<file path="config.mk">
export PLATFORM = sky130hd
export DESIGN_NAME = reset_cause_status_register
export DESIGN_NICKNAME = d
export VERILOG_FILES = /design/src/hdl/rcause_pkg.sv /design/src/hdl/irq_if.sv /design/src/hdl/reset_cause_status_register.sv /design/src/hdl/irq_bank.sv
export SDC_FILE = /design/constraint.sdc
export NUM_CORES = 1
export LEC_CHECK = 0
export BUFFER_PORTS_ARGS = -buffer_cell sky130_fd_sc_hd__buf_2
export CORE_MARGIN = 3
export CORE_UTILIZATION = 45
export DETAILED_ROUTE_END_ITERATION = 10
export GPL_TIMING_DRIVEN = 0
export PLACE_DENSITY = 0.71
export SYNTH_ARGS = -nofsm -noshare
export SYNTH_HDL_FRONTEND = slang
export SYNTH_SLANG_ARGS = --single-unit
</file>
<file path="constraint.sdc">
create_clock -name clk_sys_i -period 3.1 [get_ports clk_sys_i]
set_clock_uncertainty 0.1 [all_clocks]
set_input_delay 0.62 -clock clk_sys_i [delete_from_list [all_inputs] [get_ports clk_sys_i]]
set_output_delay 0.62 -clock clk_sys_i [all_outputs]
set_load 0.02 [all_outputs]
</file>
<file path="src/hdl/rcause_pkg.sv">
package rcause_pkg;

  localparam int unsigned DATA_W = 32;
  localparam int unsigned FLAG_W = 10;

  // register byte addresses
  localparam logic [31:0] CTL_ADDR        = 32'h0000_0000;
  localparam logic [31:0] INT_STATUS_ADDR = 32'h0000_0004;
  localparam logic [31:0] INT_CLEAR_ADDR  = 32'h0000_0008;
  localparam logic [31:0] INT_ENABLE_ADDR = 32'h0000_000C;

  // field positions of reset_cause_control
  localparam int unsigned MISMATCH_BIT = 9;
  localparam int unsigned REG_STBY_BIT = 8;
  localparam int unsigned EXT_BIT      = 7;
  localparam int unsigned SW_BIT       = 6;
  localparam int unsigned WDT_BIT      = 4;
  localparam int unsigned SLEEP_BIT    = 3;
  localparam int unsigned IDLE_BIT     = 2;
  localparam int unsigned BROWNOUT_BIT = 1;
  localparam int unsigned POR_BIT      = 0;

  // implemented bits, hardware-set bits, values after reset
  localparam logic [DATA_W-1:0] CTL_IMPL_MASK  = 32'h0000_03DF;
  localparam logic [FLAG_W-1:0] EVT_MASK       = 10'h2DF;
  localparam logic [DATA_W-1:0] CTL_RESET      = 32'h0000_0003;
  localparam logic [FLAG_W-1:0] INT_RESET      = 10'h000;
  localparam logic [DATA_W-1:0] HRDATA_RESET   = 32'h0000_0000;

  // htrans encodings
  localparam logic [1:0] HTRANS_IDLE   = 2'h0;
  localparam logic [1:0] HTRANS_NONSEQ = 2'h2;

  typedef enum logic [1:0] {
    ACC_NONE,
    ACC_READ,
    ACC_WRITE
  } access_t;

endpackage : rcause_pkg

</file>
<file path="src/hdl/irq_if.sv">
`timescale 1ns/10ps
interface irq_if;
  import rcause_pkg::*;

  logic [FLAG_W-1:0] evt;
  logic              clr_we;
  logic              en_we;
  logic [FLAG_W-1:0] wdata;
  logic [FLAG_W-1:0] status;
  logic [FLAG_W-1:0] enable;
  logic              irq;

  modport ctrl (output evt, output clr_we, output en_we, output wdata,
                input status, input enable, input irq);
  modport bank (input evt, input clr_we, input en_we, input wdata,
                output status, output enable, output irq);

endinterface : irq_if

</file>
<file path="src/hdl/reset_cause_status_register.sv">
// Summary of operation
// - mismatch reset sets bit 9, else zero
// - bit 8 keeps regulator on in sleep
// - master clear pin reset sets bit 7
// - software reset sets bit 6
// - watchdog expiry sets bit 4
// - wake from sleep sets bit 3
// - wake from idle sets bit 2
// - brown-out reset sets bit 1
// - power-on reset sets bit 0
// - bits 31-10 and 5 read zero
// - hardware sets flags, software reads and writes
`timescale 1ns/10ps
module reset_cause_status_register (
  input  wire logic                         clk_sys_i,
  input  wire logic                         nrst_i,
  // ahb-lite slave
  input  wire logic                         hsel_i,
  input  wire logic [rcause_pkg::DATA_W-1:0] haddr_i,
  input  wire logic [1:0]                   htrans_i,
  input  wire logic                         hwrite_i,
  input  wire logic [2:0]                   hsize_i,
  input  wire logic                         hready_i,
  input  wire logic [rcause_pkg::DATA_W-1:0] hwdata_i,
  output      logic [rcause_pkg::DATA_W-1:0] hrdata_o,
  output      logic                         hreadyout_o,
  output      logic                         hresp_o,
  // reset causes and wake events, one-cycle pulses, and the active-low master clear pin level
  input  wire logic                         mismatch_evt_i,
  input  wire logic                         sw_reset_evt_i,
  input  wire logic                         wdt_timeout_evt_i,
  input  wire logic                         sleep_wake_evt_i,
  input  wire logic                         idle_wake_evt_i,
  input  wire logic                         brownout_evt_i,
  input  wire logic                         poweron_evt_i,
  input  wire logic                         master_clear_input_n_i,
  // power state
  input  wire logic                         in_sleep_i,
  output      logic                         regulator_on_o,
  output      logic                         regulator_standby_enable_o,
  output      logic                         irq_o
);
  import rcause_pkg::*;

  // address phase decode on the low word index, upper bits must be zero
  function automatic logic is_reg(input logic [DATA_W-1:0] addr, input logic [DATA_W-1:0] off);
    is_reg = (addr[DATA_W-1:2] == off[DATA_W-1:2]);
  endfunction : is_reg

  access_t             acc_r;
  logic [DATA_W-1:0]   addr_r;
  logic [DATA_W-1:0]   hrdata_r;
  logic [DATA_W-1:0]   rd_nxt;
  logic                addr_take;
  logic                wr_ctl;
  logic                wr_int_clear;
  logic                wr_int_enable;
  logic [DATA_W-1:0]   ctl_r;
  logic [DATA_W-1:0]   ctl_nxt;
  logic [DATA_W-1:0]   set_vec;
  logic                pin_s1_r;
  logic                pin_s2_r;
  logic                pin_prev_r;
  logic                pin_evt;
  logic                reg_on_r;

  irq_if irq_bus ();

  irq_bank u_irq_bank (
    .clk_sys_i (clk_sys_i),
    .nrst_i    (nrst_i),
    .bus       (irq_bus.bank)
  );

  // ---- bus slave ----
  assign addr_take = hsel_i && hready_i && (htrans_i == HTRANS_NONSEQ);

  always_ff @(posedge clk_sys_i or negedge nrst_i) begin
    if (!nrst_i) begin
      acc_r <= ACC_NONE;
    end else if (hready_i) begin
      if (addr_take && hwrite_i) begin
        acc_r <= ACC_WRITE;
      end else if (addr_take) begin
        acc_r <= ACC_READ;
      end else begin
        acc_r <= ACC_NONE;
      end
    end
  end

  always_ff @(posedge clk_sys_i or negedge nrst_i) begin
    if (!nrst_i) begin
      addr_r <= HRDATA_RESET;
    end else if (addr_take) begin
      addr_r <= haddr_i;
    end
  end

  // read data chosen in the address phase, presented in the data phase
  always_comb begin
    rd_nxt = HRDATA_RESET;
    if (is_reg(haddr_i, CTL_ADDR)) begin
      rd_nxt = ctl_r & CTL_IMPL_MASK;
    end else if (is_reg(haddr_i, INT_STATUS_ADDR)) begin
      rd_nxt = {{(DATA_W-FLAG_W){1'h0}}, irq_bus.status};
    end else if (is_reg(haddr_i, INT_ENABLE_ADDR)) begin
      rd_nxt = {{(DATA_W-FLAG_W){1'h0}}, irq_bus.enable};
    end else begin
      rd_nxt = HRDATA_RESET;
    end
  end

  always_ff @(posedge clk_sys_i or negedge nrst_i) begin
    if (!nrst_i) begin
      hrdata_r <= HRDATA_RESET;
    end else if (addr_take && !hwrite_i) begin
      hrdata_r <= rd_nxt;
    end
  end

  always_comb begin
    wr_ctl        = 1'h0;
    wr_int_clear  = 1'h0;
    wr_int_enable = 1'h0;
    if (acc_r == ACC_WRITE) begin
      if (is_reg(addr_r, CTL_ADDR)) begin
        wr_ctl = 1'h1;
      end else if (is_reg(addr_r, INT_CLEAR_ADDR)) begin
        wr_int_clear = 1'h1;
      end else if (is_reg(addr_r, INT_ENABLE_ADDR)) begin
        wr_int_enable = 1'h1;
      end
    end
  end

  assign hrdata_o    = hrdata_r;
  assign hreadyout_o = 1'h1;
  assign hresp_o     = 1'h0;

  // ---- master clear pin synchroniser and assertion edge ----
  always_ff @(posedge clk_sys_i or negedge nrst_i) begin
    if (!nrst_i) begin
      pin_s1_r   <= 1'h1;
      pin_s2_r   <= 1'h1;
      pin_prev_r <= 1'h1;
    end else begin
      pin_s1_r   <= master_clear_input_n_i;
      pin_s2_r   <= pin_s1_r;
      pin_prev_r <= pin_s2_r;
    end
  end

  assign pin_evt = pin_prev_r && !pin_s2_r;

  // ---- hardware set vector ----
  always_comb begin
    set_vec               = {DATA_W{1'h0}};
    set_vec[MISMATCH_BIT] = mismatch_evt_i;
    set_vec[EXT_BIT]      = pin_evt;
    set_vec[SW_BIT]       = sw_reset_evt_i;
    set_vec[WDT_BIT]      = wdt_timeout_evt_i;
    set_vec[SLEEP_BIT]    = sleep_wake_evt_i;
    set_vec[IDLE_BIT]     = idle_wake_evt_i;
    set_vec[BROWNOUT_BIT] = brownout_evt_i;
    set_vec[POR_BIT]      = poweron_evt_i;
  end

  // software write first, hardware set on top so a set is never lost
  always_comb begin
    ctl_nxt = ctl_r;
    if (wr_ctl) begin
      ctl_nxt = hwdata_i & CTL_IMPL_MASK;
    end
    ctl_nxt = (ctl_nxt | set_vec) & CTL_IMPL_MASK;
  end

  // nrst_i is the power-on / brown-out reset, so those flags come up set
  always_ff @(posedge clk_sys_i or negedge nrst_i) begin
    if (!nrst_i) begin
      ctl_r <= CTL_RESET;
    end else begin
      ctl_r <= ctl_nxt;
    end
  end

  // ---- regulator control ----
  always_ff @(posedge clk_sys_i or negedge nrst_i) begin
    if (!nrst_i) begin
      reg_on_r <= 1'h1;
    end else begin
      reg_on_r <= !in_sleep_i || ctl_r[REG_STBY_BIT];
    end
  end

  assign regulator_on_o             = reg_on_r;
  assign regulator_standby_enable_o = ctl_r[REG_STBY_BIT];

  // ---- interrupt bank ----
  assign irq_bus.evt    = set_vec[FLAG_W-1:0];
  assign irq_bus.clr_we = wr_int_clear;
  assign irq_bus.en_we  = wr_int_enable;
  assign irq_bus.wdata  = hwdata_i[FLAG_W-1:0];
  assign irq_o          = irq_bus.irq;

  // ---- checks ----
  property p_mismatch_set;
    @(posedge clk_sys_i) disable iff (!nrst_i)
      mismatch_evt_i |=> ctl_r[MISMATCH_BIT];
  endproperty
  a_mismatch_set: assert property (p_mismatch_set) else $error("mismatch flag not set");

  property p_mismatch_quiet;
    @(posedge clk_sys_i) disable iff (!nrst_i)
      (!ctl_r[MISMATCH_BIT] && !mismatch_evt_i && !wr_ctl) |=> !ctl_r[MISMATCH_BIT];
  endproperty
  a_mismatch_quiet: assert property (p_mismatch_quiet) else $error("mismatch flag set without cause");

  property p_reg_sleep_off;
    @(posedge clk_sys_i) disable iff (!nrst_i)
      (in_sleep_i && !ctl_r[REG_STBY_BIT]) |=> !regulator_on_o;
  endproperty
  a_reg_sleep_off: assert property (p_reg_sleep_off) else $error("regulator on in sleep");

  property p_reg_sleep_on;
    @(posedge clk_sys_i) disable iff (!nrst_i)
      (!in_sleep_i || ctl_r[REG_STBY_BIT]) |=> regulator_on_o;
  endproperty
  a_reg_sleep_on: assert property (p_reg_sleep_on) else $error("regulator off while needed");

  property p_pin_flag;
    @(posedge clk_sys_i) disable iff (!nrst_i)
      (pin_s1_r && !master_clear_input_n_i) ##1 !pin_s1_r ##1 !pin_s2_r |=> ctl_r[EXT_BIT];
  endproperty
  a_pin_flag: assert property (p_pin_flag) else $error("pin reset flag not set");

  property p_sw_set;
    @(posedge clk_sys_i) disable iff (!nrst_i)
      sw_reset_evt_i |=> ctl_r[SW_BIT];
  endproperty
  a_sw_set: assert property (p_sw_set) else $error("software reset flag not set");

  property p_sw_quiet;
    @(posedge clk_sys_i) disable iff (!nrst_i)
      (!ctl_r[SW_BIT] && !sw_reset_evt_i && !wr_ctl) |=> !ctl_r[SW_BIT];
  endproperty
  a_sw_quiet: assert property (p_sw_quiet) else $error("software reset flag set without cause");

  property p_wdt_set;
    @(posedge clk_sys_i) disable iff (!nrst_i)
      (wdt_timeout_evt_i && wr_ctl && !hwdata_i[WDT_BIT]) |=> ctl_r[WDT_BIT];
  endproperty
  a_wdt_set: assert property (p_wdt_set) else $error("watchdog flag lost to a clear");

  property p_wdt_quiet;
    @(posedge clk_sys_i) disable iff (!nrst_i)
      (!ctl_r[WDT_BIT] && !wdt_timeout_evt_i && !wr_ctl) |=> !ctl_r[WDT_BIT];
  endproperty
  a_wdt_quiet: assert property (p_wdt_quiet) else $error("watchdog flag set without cause");

  property p_wake_set;
    @(posedge clk_sys_i) disable iff (!nrst_i)
      (sleep_wake_evt_i || idle_wake_evt_i) |=>
        ($past(sleep_wake_evt_i) -> ctl_r[SLEEP_BIT]) && ($past(idle_wake_evt_i) -> ctl_r[IDLE_BIT]);
  endproperty
  a_wake_set: assert property (p_wake_set) else $error("wake flag not set");

  property p_sleep_quiet;
    @(posedge clk_sys_i) disable iff (!nrst_i)
      (!ctl_r[SLEEP_BIT] && !sleep_wake_evt_i && !wr_ctl) |=> !ctl_r[SLEEP_BIT];
  endproperty
  a_sleep_quiet: assert property (p_sleep_quiet) else $error("sleep wake flag set without cause");

  property p_idle_quiet;
    @(posedge clk_sys_i) disable iff (!nrst_i)
      (!ctl_r[IDLE_BIT] && !idle_wake_evt_i && !wr_ctl) |=> !ctl_r[IDLE_BIT];
  endproperty
  a_idle_quiet: assert property (p_idle_quiet) else $error("idle wake flag set without cause");

  property p_brownout_set;
    @(posedge clk_sys_i) disable iff (!nrst_i)
      brownout_evt_i |=> ctl_r[BROWNOUT_BIT] && irq_bus.status[BROWNOUT_BIT];
  endproperty
  a_brownout_set: assert property (p_brownout_set) else $error("brown-out flag not set");

  property p_por_set;
    @(posedge clk_sys_i) disable iff (!nrst_i)
      poweron_evt_i |=> ctl_r[POR_BIT];
  endproperty
  a_por_set: assert property (p_por_set) else $error("power-on flag not set");

  property p_reserved_zero;
    @(posedge clk_sys_i) disable iff (!nrst_i)
      ((acc_r == ACC_READ) && is_reg(addr_r, CTL_ADDR)) |-> ((hrdata_o & ~CTL_IMPL_MASK) == HRDATA_RESET);
  endproperty
  a_reserved_zero: assert property (p_reserved_zero) else $error("reserved bits read nonzero");

  property p_sw_write;
    @(posedge clk_sys_i) disable iff (!nrst_i)
      (wr_ctl && set_vec == {DATA_W{1'h0}}) |=> ctl_r == ($past(hwdata_i) & CTL_IMPL_MASK);
  endproperty
  a_sw_write: assert property (p_sw_write) else $error("software write not stored");

  property p_por_write;
    @(posedge clk_sys_i) disable iff (!nrst_i)
      (wr_ctl && !poweron_evt_i) |=> (ctl_r[POR_BIT] == $past(hwdata_i[POR_BIT]));
  endproperty
  a_por_write: assert property (p_por_write) else $error("power-on flag write not stored");

  property p_flag_holds;
    @(posedge clk_sys_i) disable iff (!nrst_i)
      (ctl_r[POR_BIT] && !wr_ctl) |=> ctl_r[POR_BIT];
  endproperty
  a_flag_holds: assert property (p_flag_holds) else $error("power-on flag dropped without clear");

  property p_brownout_holds;
    @(posedge clk_sys_i) disable iff (!nrst_i)
      (ctl_r[BROWNOUT_BIT] && !wr_ctl) |=> ctl_r[BROWNOUT_BIT];
  endproperty
  a_brownout_holds: assert property (p_brownout_holds) else $error("brown-out flag dropped without clear");

  property p_no_stray_change;
    @(posedge clk_sys_i) disable iff (!nrst_i)
      $changed(ctl_r[WDT_BIT]) |-> ($past(wdt_timeout_evt_i) || $past(wr_ctl));
  endproperty
  a_no_stray_change: assert property (p_no_stray_change) else $error("watchdog flag changed by other cause");

  property p_ext_quiet;
    @(posedge clk_sys_i) disable iff (!nrst_i)
      (!ctl_r[EXT_BIT] && !pin_evt && !wr_ctl) |=> !ctl_r[EXT_BIT];
  endproperty
  a_ext_quiet: assert property (p_ext_quiet) else $error("pin reset flag set without cause");

  property p_irq_quiet;
    @(posedge clk_sys_i) disable iff (!nrst_i)
      !(|(irq_bus.status & irq_bus.enable)) |=> !irq_o;
  endproperty
  a_irq_quiet: assert property (p_irq_quiet) else $error("irq raised with no enabled status");

  property p_bus_okay;
    @(posedge clk_sys_i) disable iff (!nrst_i)
      hreadyout_o && !hresp_o;
  endproperty
  a_bus_okay: assert property (p_bus_okay) else $error("bus not ready or not okay");

endmodule : reset_cause_status_register

</file>
<file path="src/hdl/irq_bank.sv">
`timescale 1ns/10ps
module irq_bank (
  input  wire logic clk_sys_i,
  input  wire logic nrst_i,
  irq_if.bank       bus
);
  import rcause_pkg::*;

  logic [FLAG_W-1:0] status_r;
  logic [FLAG_W-1:0] enable_r;
  logic              irq_r;

  // sticky status, event wins over a clear in the same cycle
  genvar i;
  generate
    for (i = 0; i < FLAG_W; i++) begin : g_stat
      always_ff @(posedge clk_sys_i or negedge nrst_i) begin
        if (!nrst_i) begin
          status_r[i] <= INT_RESET[i];
        end else if (bus.evt[i] && EVT_MASK[i]) begin
          status_r[i] <= 1'h1;
        end else if (bus.clr_we && bus.wdata[i]) begin
          status_r[i] <= 1'h0;
        end
      end
    end
  endgenerate

  always_ff @(posedge clk_sys_i or negedge nrst_i) begin
    if (!nrst_i) begin
      enable_r <= INT_RESET;
    end else if (bus.en_we) begin
      enable_r <= bus.wdata & EVT_MASK;
    end
  end

  always_ff @(posedge clk_sys_i or negedge nrst_i) begin
    if (!nrst_i) begin
      irq_r <= 1'h0;
    end else begin
      irq_r <= |(status_r & enable_r);
    end
  end

  assign bus.status = status_r;
  assign bus.enable = enable_r;
  assign bus.irq    = irq_r;

  property p_irq_level;
    @(posedge clk_sys_i) disable iff (!nrst_i)
      |(status_r & enable_r) |=> irq_r;
  endproperty
  a_irq_level: assert property (p_irq_level) else $error("irq not raised for enabled status");

  property p_evt_beats_clear;
    @(posedge clk_sys_i) disable iff (!nrst_i)
      (bus.evt[WDT_BIT] && bus.clr_we && bus.wdata[WDT_BIT]) |=> status_r[WDT_BIT];
  endproperty
  a_evt_beats_clear: assert property (p_evt_beats_clear) else $error("clear beat a same-cycle event");

endmodule : irq_bank

</file>
======== After elaboration in Yosys (flattened, before gate mapping) ========
Cells that the tools add are included.
Widths: inputs -> output; s select.
storage, ports and cells
  register bits ........................... 96
  bits of input ports ..................... 83
  word-level logic and storage cells ...... 85
cells by class
  equal/unequal tests ..................... 6
  muxes and demuxes ....................... 31
  bitwise operators ....................... 2
  reduce and logical (&&, ||, !) cells .... 28
operators by type and width
  kind                 number
  $eq 30x2->1 const B  3
  $logic_not 30->1     2
  $mux 10              4
  $eq 30x1->1 const B  1
  $mux 1               26
  $reduce_bool 2->1    8
  $logic_and 1x1->1    13
  $and 10x10->10       1
  $or 10x10->10        1
  $reduce_or 10->1     1
  $eq 2x2->1 const B   2
  $logic_not 1->1      3
  $mux 2               1
  $logic_or 1x1->1     1

======== Logic depth before layout (Yosys ltp) ========
Gate-level depths: netlist of the first run.
  depth in word-level cells ............... 7
  depth in mapped cells ................... 6

======== By module ========
A second synthesis of the first run with hierarchy kept.
unflattened totals
  cell total of the unflattened synthesis .. 297
  area, all modules ....................... 3472.1 um^2
modules (own cells, without submodules)
  module                       times used  cells each  area each (um^2)
  reset_cause_status_register  1           244         2750.1
  irq_bank                     1           53          721.9

======== Least setup slack after synthesis of the first run ========
OpenSTA, ideal clock, no wires.
  path type ............................... register to register
  start ................................... reg acc_r[0]
  end ..................................... reg ctl_r[8]
  setup time .............................. 125 ps
  data arrival time ....................... 1787 ps
  slack ................................... 1088 ps
  stages on the path, launching flop included .. 6
  buffers on the path ..................... 1
  cell sequence ........................... dfrtp_1 nor4b_1 nand4b_1 nor3_1 buf_4 mux2_2
between the ends
  word-level cells in the longest chain between the ends .. 4
ends and longest elaborated chain
  element                 line                                text
  from (decl)             reset_cause_status_register.sv:50   access_t acc_r;
  from (signal assigned)  reset_cause_status_register.sv:80   acc_r <= ACC_NONE;
  from (signal assigned)  reset_cause_status_register.sv:83   acc_r <= ACC_WRITE;
  from (signal assigned)  reset_cause_status_register.sv:85   acc_r <= ACC_READ;
  $eq 2x2->1              reset_cause_status_register.sv:126  if (acc_r == ACC_WRITE) begin
  $mux 1                  reset_cause_status_register.sv:126
  $mux 10                 reset_cause_status_register.sv:172  if (wr_ctl) begin
  $or 10x10->10           reset_cause_status_register.sv:175  ctl_nxt = (ctl_nxt | set_vec) & CTL_IMPL_MASK;
  to (signal assigned)    reset_cause_status_register.sv:183  ctl_r <= ctl_nxt;
  to (decl)               reset_cause_status_register.sv:58   logic [DATA_W-1:0] ctl_r;
Every way passes these cells.
A chain may end at the register's enable or synchronous reset.

======== Final worst setup path of the first run ========
  start ................................... reg addr_r[22]
  end ..................................... reg u_irq_bank.enable_r[7], in the netlist u_irq_bank.bus.enable[7]
between the ends
  word-level cells in the longest chain between the ends .. 5
  elaborated cells on any way between the ends .. 7
  classes of those cells .................. eq/ne (2); mux (4); reduce/logical (1)
ends and longest elaborated chain
  element                 line                                text
  from (decl)             reset_cause_status_register.sv:51   logic [DATA_W-1:0] addr_r;
  from (signal assigned)  reset_cause_status_register.sv:96   addr_r <= haddr_i;
  $eq 30x2->1             reset_cause_status_register.sv:47   is_reg = (addr[DATA_W-1:2] == off[DATA_W-1:2]);
  $mux 1                  reset_cause_status_register.sv:131  end else if (is_reg(addr_r, INT_ENABLE_ADDR)) begin
  $mux 1                  reset_cause_status_register.sv:129  end else if (is_reg(addr_r, INT_CLEAR_ADDR)) begin
  $mux 1 (*)              reset_cause_status_register.sv:127  if (is_reg(addr_r, CTL_ADDR)) begin
  $mux 1 (*)              reset_cause_status_register.sv:126
  to (signal assigned)    irq_bank.sv:33                      enable_r <= bus.wdata & EVT_MASK;
  to (decl)               irq_bank.sv:10                      logic [FLAG_W-1:0] enable_r;
Every way passes the cells marked *; elsewhere a longest branch is shown, timed or not.

==> results of run 1 <==
worst min-delay path by stage:
stage	start	end	slack [ps]
floorplan	nrst_i	acc_r[0]	220
global placement	pin_s1_r	pin_s2_r	250
detailed placement	pin_s1_r	pin_s2_r	250
CTS	master_clear_input_n_i	pin_s1_r	260
global route	master_clear_input_n_i	pin_s1_r	260
finish	pin_s1_r	pin_s2_r	260
final cells by class:
cell class | count | area share
Tap cell | 96 | 0.0299
Buffer | 33 | 0.0551
Inverter | 12 | 0.0112
Clock buffer | 11 | 0.0351
Timing Repair Buffer | 64 | 0.0802
Clock inverter | 5 | 0.0202
Sequential cell | 71 | 0.444
Multi-Input combinational cell | 177 | 0.325
layout by cell type, fill, tap and decap left out:
cell / Yosys / layout
inv_1: 12 / 12
clkbuf_8: 0 / 10
nand2_1: 10 / 10
or4_1: 1 / 1
clkbuf_1: 6 / 7
bufinv_16: 0 / 2
mux2i_1: 8 / 8
nand3_1: 3 / 3
nor4_4: 1 / 1
conb_1: 2 / 25
clkinvlp_4: 0 / 1
o31ai_1: 9 / 9
and4_1: 1 / 1
o21ai_0: 1 / 1
nand4b_1: 2 / 2
buf_2: 0 / 63
nor2b_1: 1 / 1
dfrtp_1: 65 / 65
nor4b_1: 1 / 1
a22oi_1: 12 / 12
nor3_1: 1 / 1
clkinv_2: 0 / 1
mux2_2: 47 / 47
clkinv_4: 0 / 1
o41ai_1: 8 / 8
nor4_1: 13 / 13
dfstp_2: 6 / 6
buf_1: 1 / 1
nor2_1: 18 / 18
nand2b_1: 10 / 10
nand4_1: 4 / 4
o22ai_1: 1 / 1
buf_4: 26 / 27
sequential cells by signal, indices dropped and copies added (netlist names):
| register | count |
|---|---|
| u_irq_bank.bus.enable | 8 |
| u_irq_bank.bus.irq | 1 |
| u_irq_bank.bus.status | 8 |
| acc_r | 2 |
| pin_s2_r | 1 |
| addr_r | 30 |
| regulator_on_o | 1 |
| hrdata_o | 9 |
| pin_prev_r | 1 |
| ctl_r | 9 |
| pin_s1_r | 1 |
cells by family (layout without fill, tap and decap cells):
family                 count (synthesis)  after routing  share of synthesized area
and+or+nand+nor                       66             66                      0.111
muxes                                 55             55                      0.186
AOI/OAI and AO/OA                     31             31                     0.0731
buffers and inverters                 45            125                     0.0815
other                                  2             25                    0.00230
DFF                                   71             71                      0.546
per-stage QoR:
| step | util | hold WS (ps) | setup slack [ps] | power [mW] |
|---|---|---|---|---|
| after floorplan | - | 224 | 1090 | 1.25 |
| final | 0.582 | 259 | 613 | 2.16 |
| after CTS | 0.582 | 259 | 638 | 2.18 |
| after detailed placement | 0.550 | 250 | 650 | 1.36 |
| after global placement | 0.550 | 250 | 684 | 1.34 |
| after global routing | 0.582 | 256 | 478 | 2.27 |
power by group through the flow:
| stage | registers, mW | logic (mW) | clock network [mW] |
|---|---|---|---|
| after global routing | 1.08 | 0.298 | 0.890 |
| after global placement | 1.08 | 0.261 | 0 |
| after CTS | 1.07 | 0.271 | 0.836 |
| final | 1.07 | 0.269 | 0.816 |
| after floorplan | 1.07 | 0.181 | 0 |
| after detailed placement | 1.09 | 0.270 | 0 |
metal layers:
| layer | vias to the layer above | global-route usage |
|---|---|---|
| met1 | 1161 | 0.226 |
| li1 | 1128 | - |
| met2 | 79 | 0.291 |
| met3 | 8 | 0.0547 |
| met4 | 0 | 0.0641 |
| met5 | - | 0 |
==> flow_results.org, run 1 <==
** Critical path
- Worst R2R Setup Slack :: 610 ps
- Traced cell by cell, the critical path runs through nor4_1 -> nand4_1 -> nor4_4 -> mux2_2.
- Buffering stage count on the worst path with inverters included :: 0
- Along the worst path, the maximum fanout reaches 8.
- The endpoint identified for the worst register-to-register timing path is u_irq_bank.bus.enable[7].
- Required @ worst endpoint :: about 3200 ps
- Standard cell with the maximum stage delay on the critical path :: nor4_4
- The critical path ends at u_irq_bank.bus.enable[7].
- Critical path start-end classification :: flop to flop
- Critical path capture point type :: flop
- STA classifies the critical path startpoint as a flop.
- Reg2Reg Depth :: 4
- Critical path data arrival time :: 2610 ps
- R2r startpoint :: addr_r[22]
- Worst Setup SP :: addr_r[22]
- Total number of cells along the worst setup path :: 4
- Among cell families on the critical path, the largest total delay comes from simple AND/OR/NAND/NOR gates.
- Worst stage delay on the critical path :: 620 ps

** Clocking
- For this design, the CTS-stage hold fixing added 0 buffers.
- The longest clock path from root to sink contains 2 buffers.
- Total clock buffers created by CTS :: 9
- Number of post-CTS setup repair buffers :: 0
- Clock network latency to the later pin of the worst-skew pair :: around 340 ps
- Count of H-tree levels built during CTS :: 3
- CTS placed an instance of clkbuf_8 at the clock tree root.
- Clock tree from TritonCTS :: done
- Clock-pin slew was measured on the worst setup and hold paths at 70 ps.
- Number of instances resized during post-cts repair :: 0
- Total clock sinks :: 71

** Yosys
- Synth Cell Area :: 0.00327 mm2
- Most frequent cell after synthesis :: dfrtp_1
- For this run, the leading register cell type out of synthesis is dfrtp_1.
- Number of standard cells after synthesis :: 270
- Summed over all instances, the cell type with the most area after synthesis is dfrtp_1.
- Area share of the leading cell type in the synthesized netlist :: 0.497
- Sequential element share of the synthesized area :: 0.546
- Area contributors post-synth :: dfrtp_1, mux2_2, buf_4
- Top cell types by occurrence after synthesis :: dfrtp_1, mux2_2, buf_4
- A synthesized cell averages 12.1 um2.
- Synthesis instantiated 27 different standard cells from the library.
- Share of synthesized registers carrying an async set or reset :: 1.00
- Count of state elements after synthesis :: 71
- Post-synth EDFFs :: 0
- Count of warnings emitted by yosys :: 0

** Floorplanning
- Die footprint :: between 0.008 and 0.009 mm2
- The initialized floorplan defines 30 standard-cell rows.
- The initial utilization of the core area, before any placement, comes to 0.474.
- The core region is 0.00691 mm2.
- In this run the vertical extent of the chip is 91.3 um.
- Measured along the x axis, the die boundary spans between 90 and 100 um.
- In this run the count of I/O pins placed on the die edge is 120.

** GRT
- The first global-routing pass estimated 11,700 um of wire.
- For this run the aggregate overflow at the end of global routing stands at 0.
- Via count of the first global-routing pass :: 2,402
- Pin count of the biggest net entering global routing :: 72
- Global-route total usage across every layer :: 0.179
- Initial antenna violation count :: 0

** Layout
- In the final layout, the share of cells above drive strength 1 is 0.426.
- Final layout net count :: 451
- Non-Filler Cell Area, Final :: 0.00402 mm2
- Diodes inserted :: 0
- Summing all multi-input logic gate instances after layout gives 0.00131 mm2.
- Fin cells :: 469
- Layout filler cell count :: 640
- Registers take 0.00178 mm2.
- From synthesis to final layout, the design area changed by 23.0%.

** Timing
- The worst pin sits at a relative slew slack of 0.416.
- The count of final hold-check violations was 0.
- Summed over all failing endpoints, the final setup total negative slack is 0 ps.
- For the pin with the worst max-slew slack, the measured transition is 876 ps.
- Setup violations remaining at the end of the flow were counted as 0.
- The routed design could run at a clock period as short as between 2000 and 2500 ps.
- Final Slew Violations :: 0
- Max Clk Rate :: between 400 and 500 MHz
- In the finished design, the share of the clock period the worst path needs comes to 0.802.
- Setup repair after global routing left no endpoint under its margin.

** Route
- Met3 wire length :: around 420 um
- Met2 Routed Length :: 3420 um
- Initial DRT Pass Iterations :: 5
- Detailed routing inserted a total of 2,376 vias.
- Starting DRC count in detailed routing :: 131
- Remaining DRCs :: 0
- Dividing the detail-routed wire length by the instance count gives 14.9 um.
- Once detail routing completed, the nets flagged for antenna violations numbered 0.
- After detailed routing, the wire length on met1 is 3060 um.
- In this run the top signal layer used is met4.
- Final Routed Wirelength :: between 6000 and 7000 um
- After detailed routing, the number of vias per cell comes to roughly 5.

** Place
- Routability-driven placement finished with a final weighted congestion of 0.759.
- Port buffering added 64 buffers.
- Area after detailed placement :: 0.00380 mm2
- Including well taps, the total number of placed cells is ~450.
- The wire-length estimate of the detail-placed layout is 5090 um.

** Power and ir drop
- Worst-case vdd ir drop :: 0.299 mV
- The internal power of the cells totals 1.63 mW.
- Switching pwr :: between 500 and 600 uW
- The share of total power dissipated in sequential elements is 0.497.
- Switch share :: 0.243
- Fraction of power consumed by the clock network :: 0.379
- The analysis attributes to cell leakage a power of 1.87 nW.
- The share of total power dissipated in combinational logic is 0.125.
- PwrDens :: about 540 mW/mm2

** Flow run
- Max Cap Viol :: 0

** Min path
- Worst Hold Class :: flop to flop
- Hold depth :: 0

** Status
- The flow ran to the end, and the final reports show no timing, DRC or antenna violations.
Note: power is estimated with default switching activity, not from simulation.
==> run 2: changes to the inputs <==
Clock period 3.1 ns to 2.4 ns, I/O delays scaled along.
==> run 2 against run 1 <==
Against the previous run:
- sequential power rose by 31%
- flip-flop and latch count is the same
- count of clock-buffer cells in the layout unchanged
- die area is the same
- clock power increased by 30%
- total power increased by 31%
- non-clock buffer count is 4 higher
- sequential share of layout area shrank 0.72 points
- critical path type unchanged
- critical endpoint is now ctl_r[8]
==> flow_results.org, run 2 (synthesis results as in run 1) <==
** Floorplanning
- The floorplan step defined a core boundary enclosing between 0.006 and 0.007 mm2.
- The die is 91.3 um tall.
- The initialized floorplan defines 30 standard-cell rows.
- The die covers 0.00833 mm2.
- The initial utilization of the core area, before any placement, comes to 0.474.
- 120 I/O pins were placed.
- Horizontal die dimension :: 91.3 um

** GRT
- Summed over all layers, the global routing overflow is 0.
- The first global-routing pass estimated 11,800 um of wire.
- Initial antenna violation count :: 0
- Global-route total usage across every layer :: 0.181
- Pin count of the biggest net entering global routing :: a little over 70
- The via count of the first global-routing pass came to 2,415.

** Critical path
- Data arrives at the worst endpoint at ~2500 ps.
- Worst R2R Setup Slack :: a little over 70 ps
- In this run the worst path has a maximum fanout of 9.
- In this run the critical register-to-register path is captured at ctl_r[8].
- STA classifies the critical path startpoint as a flop.
- Tracing the worst setup path back leads to its startpoint at addr_r[26].
- At the worst endpoint, the required time is around 2500 ps.
- STA classifies the critical path endpoint as a flop.
- The critical path in this run is classified as flop to flop.
- R2r startpoint :: addr_r[26]
- Reg2Reg Depth :: 5

** Timing
- Max Clk Rate :: around 430 MHz
- In this run the tightest slew margin relative to its limit is 0.412.
- Unrepaired setup endpoints after global routing :: no
- Setup slack on the critical path of the routed design comes to 72.8 ps.
- Dividing the final minimum period by the clock period gives 0.970.
- Final Slew Violations :: 0
- Transition time at the pin with the least slew margin :: between 800 and 900 ps
- Setup violations remaining at the end of the flow were counted as 0.
- The count of final hold-check violations is 0.
- Post-route minimum period :: 2330 ps
- In the final timing run, aggregate negative setup slack is 0 ps.

** Min path
- The worst hold path terminates at pin_s1_r.
- The worst hold path begins at master_clear_input_n_i.
- The worst hold path belongs to the class input pin to flop.
- Counting instances, the worst hold path has a depth of 1.

** Clocking
- Clock tree from TritonCTS :: done
- The longest clock path from root to sink contains 2 buffers.
- The tree is rooted in a clkbuf_8.
- Total clock sinks :: 71
- After clock tree synthesis, the clock-pin slew on the worst setup and hold paths is 70 ps.
- In this run, post-CTS hold repair placed 0 buffers.
- The clock tree synthesis step divided the H-tree into 3 levels.
- For the worst-skew pair, the clock arrives at the later sink with an insertion delay of 340 ps.
- Total clock buffers created by CTS :: 9

** Flow run
- The tool flagged a number of max-cap violations equal to 0.

** Status
- Outcome :: completed

** Power and ir drop
- Worst-case vdd ir drop :: 0.388 mV
- Leakage power :: 1.89 nW
- Power spread over the standard cell area amounts to 688 mW/mm2.

** Layout
- Of the cells placed in the final design, the portion with a size suffix greater than 1 is 0.448.
- Layout Area Growth over Synthesis :: 25.0%
- addr_r holds more flip-flops than any other register.
- Layout filler cell count :: 634
- Diodes inserted :: 0
- Most common cell after layout, fill and taps aside :: dfrtp_1
- The register with the most flip-flops in the layout has 30 of them.
- Commonest non-fill, non-tap cells in the layout :: dfrtp_1, buf_2, mux2_2
- Final layout net count :: 455

** Route
- In the routed layout, each cell is associated on average with a via count of 5.00.
- Number of antenna-violating nets in the routed design :: 0
- Vias :: between 2,000 and 2,500
- Starting DRC count in detailed routing :: 120
- Remaining DRCs :: 0
- The first detailed-routing pass took 4 iterations.
- Post-DR wirelength/cell :: 15.1 um
- Final Routed Wirelength :: between 7000 and 8000 um

** Place
- Placement-stage worst setup slack :: -50.4 ps
- Estimated wirelength of the detail-placed design :: 5090 um
- During placement, the flow inserted port buffers numbering 64.
- Final estimated routing congestion in global placement :: approximately 0.76
## run 2: worst max path at each step
| stage | to | cells past startpoint |
|---|---|---|
| 3_3_place_gp | ctl_r[8] | 5 |
| 5_1_grt | ctl_r[8] | 5 |
| 2_1_floorplan | ctl_r[8] | 5 |
| 3_5_place_dp | ctl_r[8] | 5 |
| 4_1_cts | ctl_r[8] | 5 |
| 6_report | ctl_r[8] | 5 |
## run 2: critical path, cell delays in order, from the launching register on
cell and delay [ps]:
dfrtp_1 380, nor4_1 490, nand3_2 340, nor3_1 280
buf_4 260, mux2_2 360
## run 2: per-layer routing
metal  part of all wire  GRT usage  up-vias
li1                   -          -     1129
met1               0.44      0.230     1150
met3              0.062     0.0547        6
met5                  0          0        -
met4              0.010     0.0641        0
met2               0.49      0.293       82
## run 2: power by group
group          internal (mW)  total, mW  switching, mW
Sequential              1.32       1.40         0.0794
Combinational          0.182      0.354          0.171
Clock                  0.614       1.06          0.448
## run 2: repair_timing
item                       in CTS  in global routing
setup buffers                   2                  2
pin swaps                       2                  1
resized for setup               3                  3
setup endpoints to repair       9                  5
## run 2: final cells by class
class	count	area, um2	area share
Timing Repair Buffer	68	353	0.0863
Inverter	12	45.0	0.0110
Multi-Input combinational cell	177	1340	0.328
Clock buffer	11	141	0.0346
Sequential cell	71	1780	0.436
Clock inverter	5	81.3	0.0199
Tap cell	96	120	0.0294
Buffer	33	221	0.0542
## run 2: stage by stage
stage	cell area, um2	utilization	hold WS (ps)	total power, mW	cells
floorplan	3360	-	84.4	1.62	293
global placement	3800	0.550	250	1.74	453
detailed placement	3800	0.550	250	1.75	453
CTS	4060	0.587	119	2.82	471
global route	4090	0.592	116	2.95	473
finish	4090	0.592	134	2.81	473
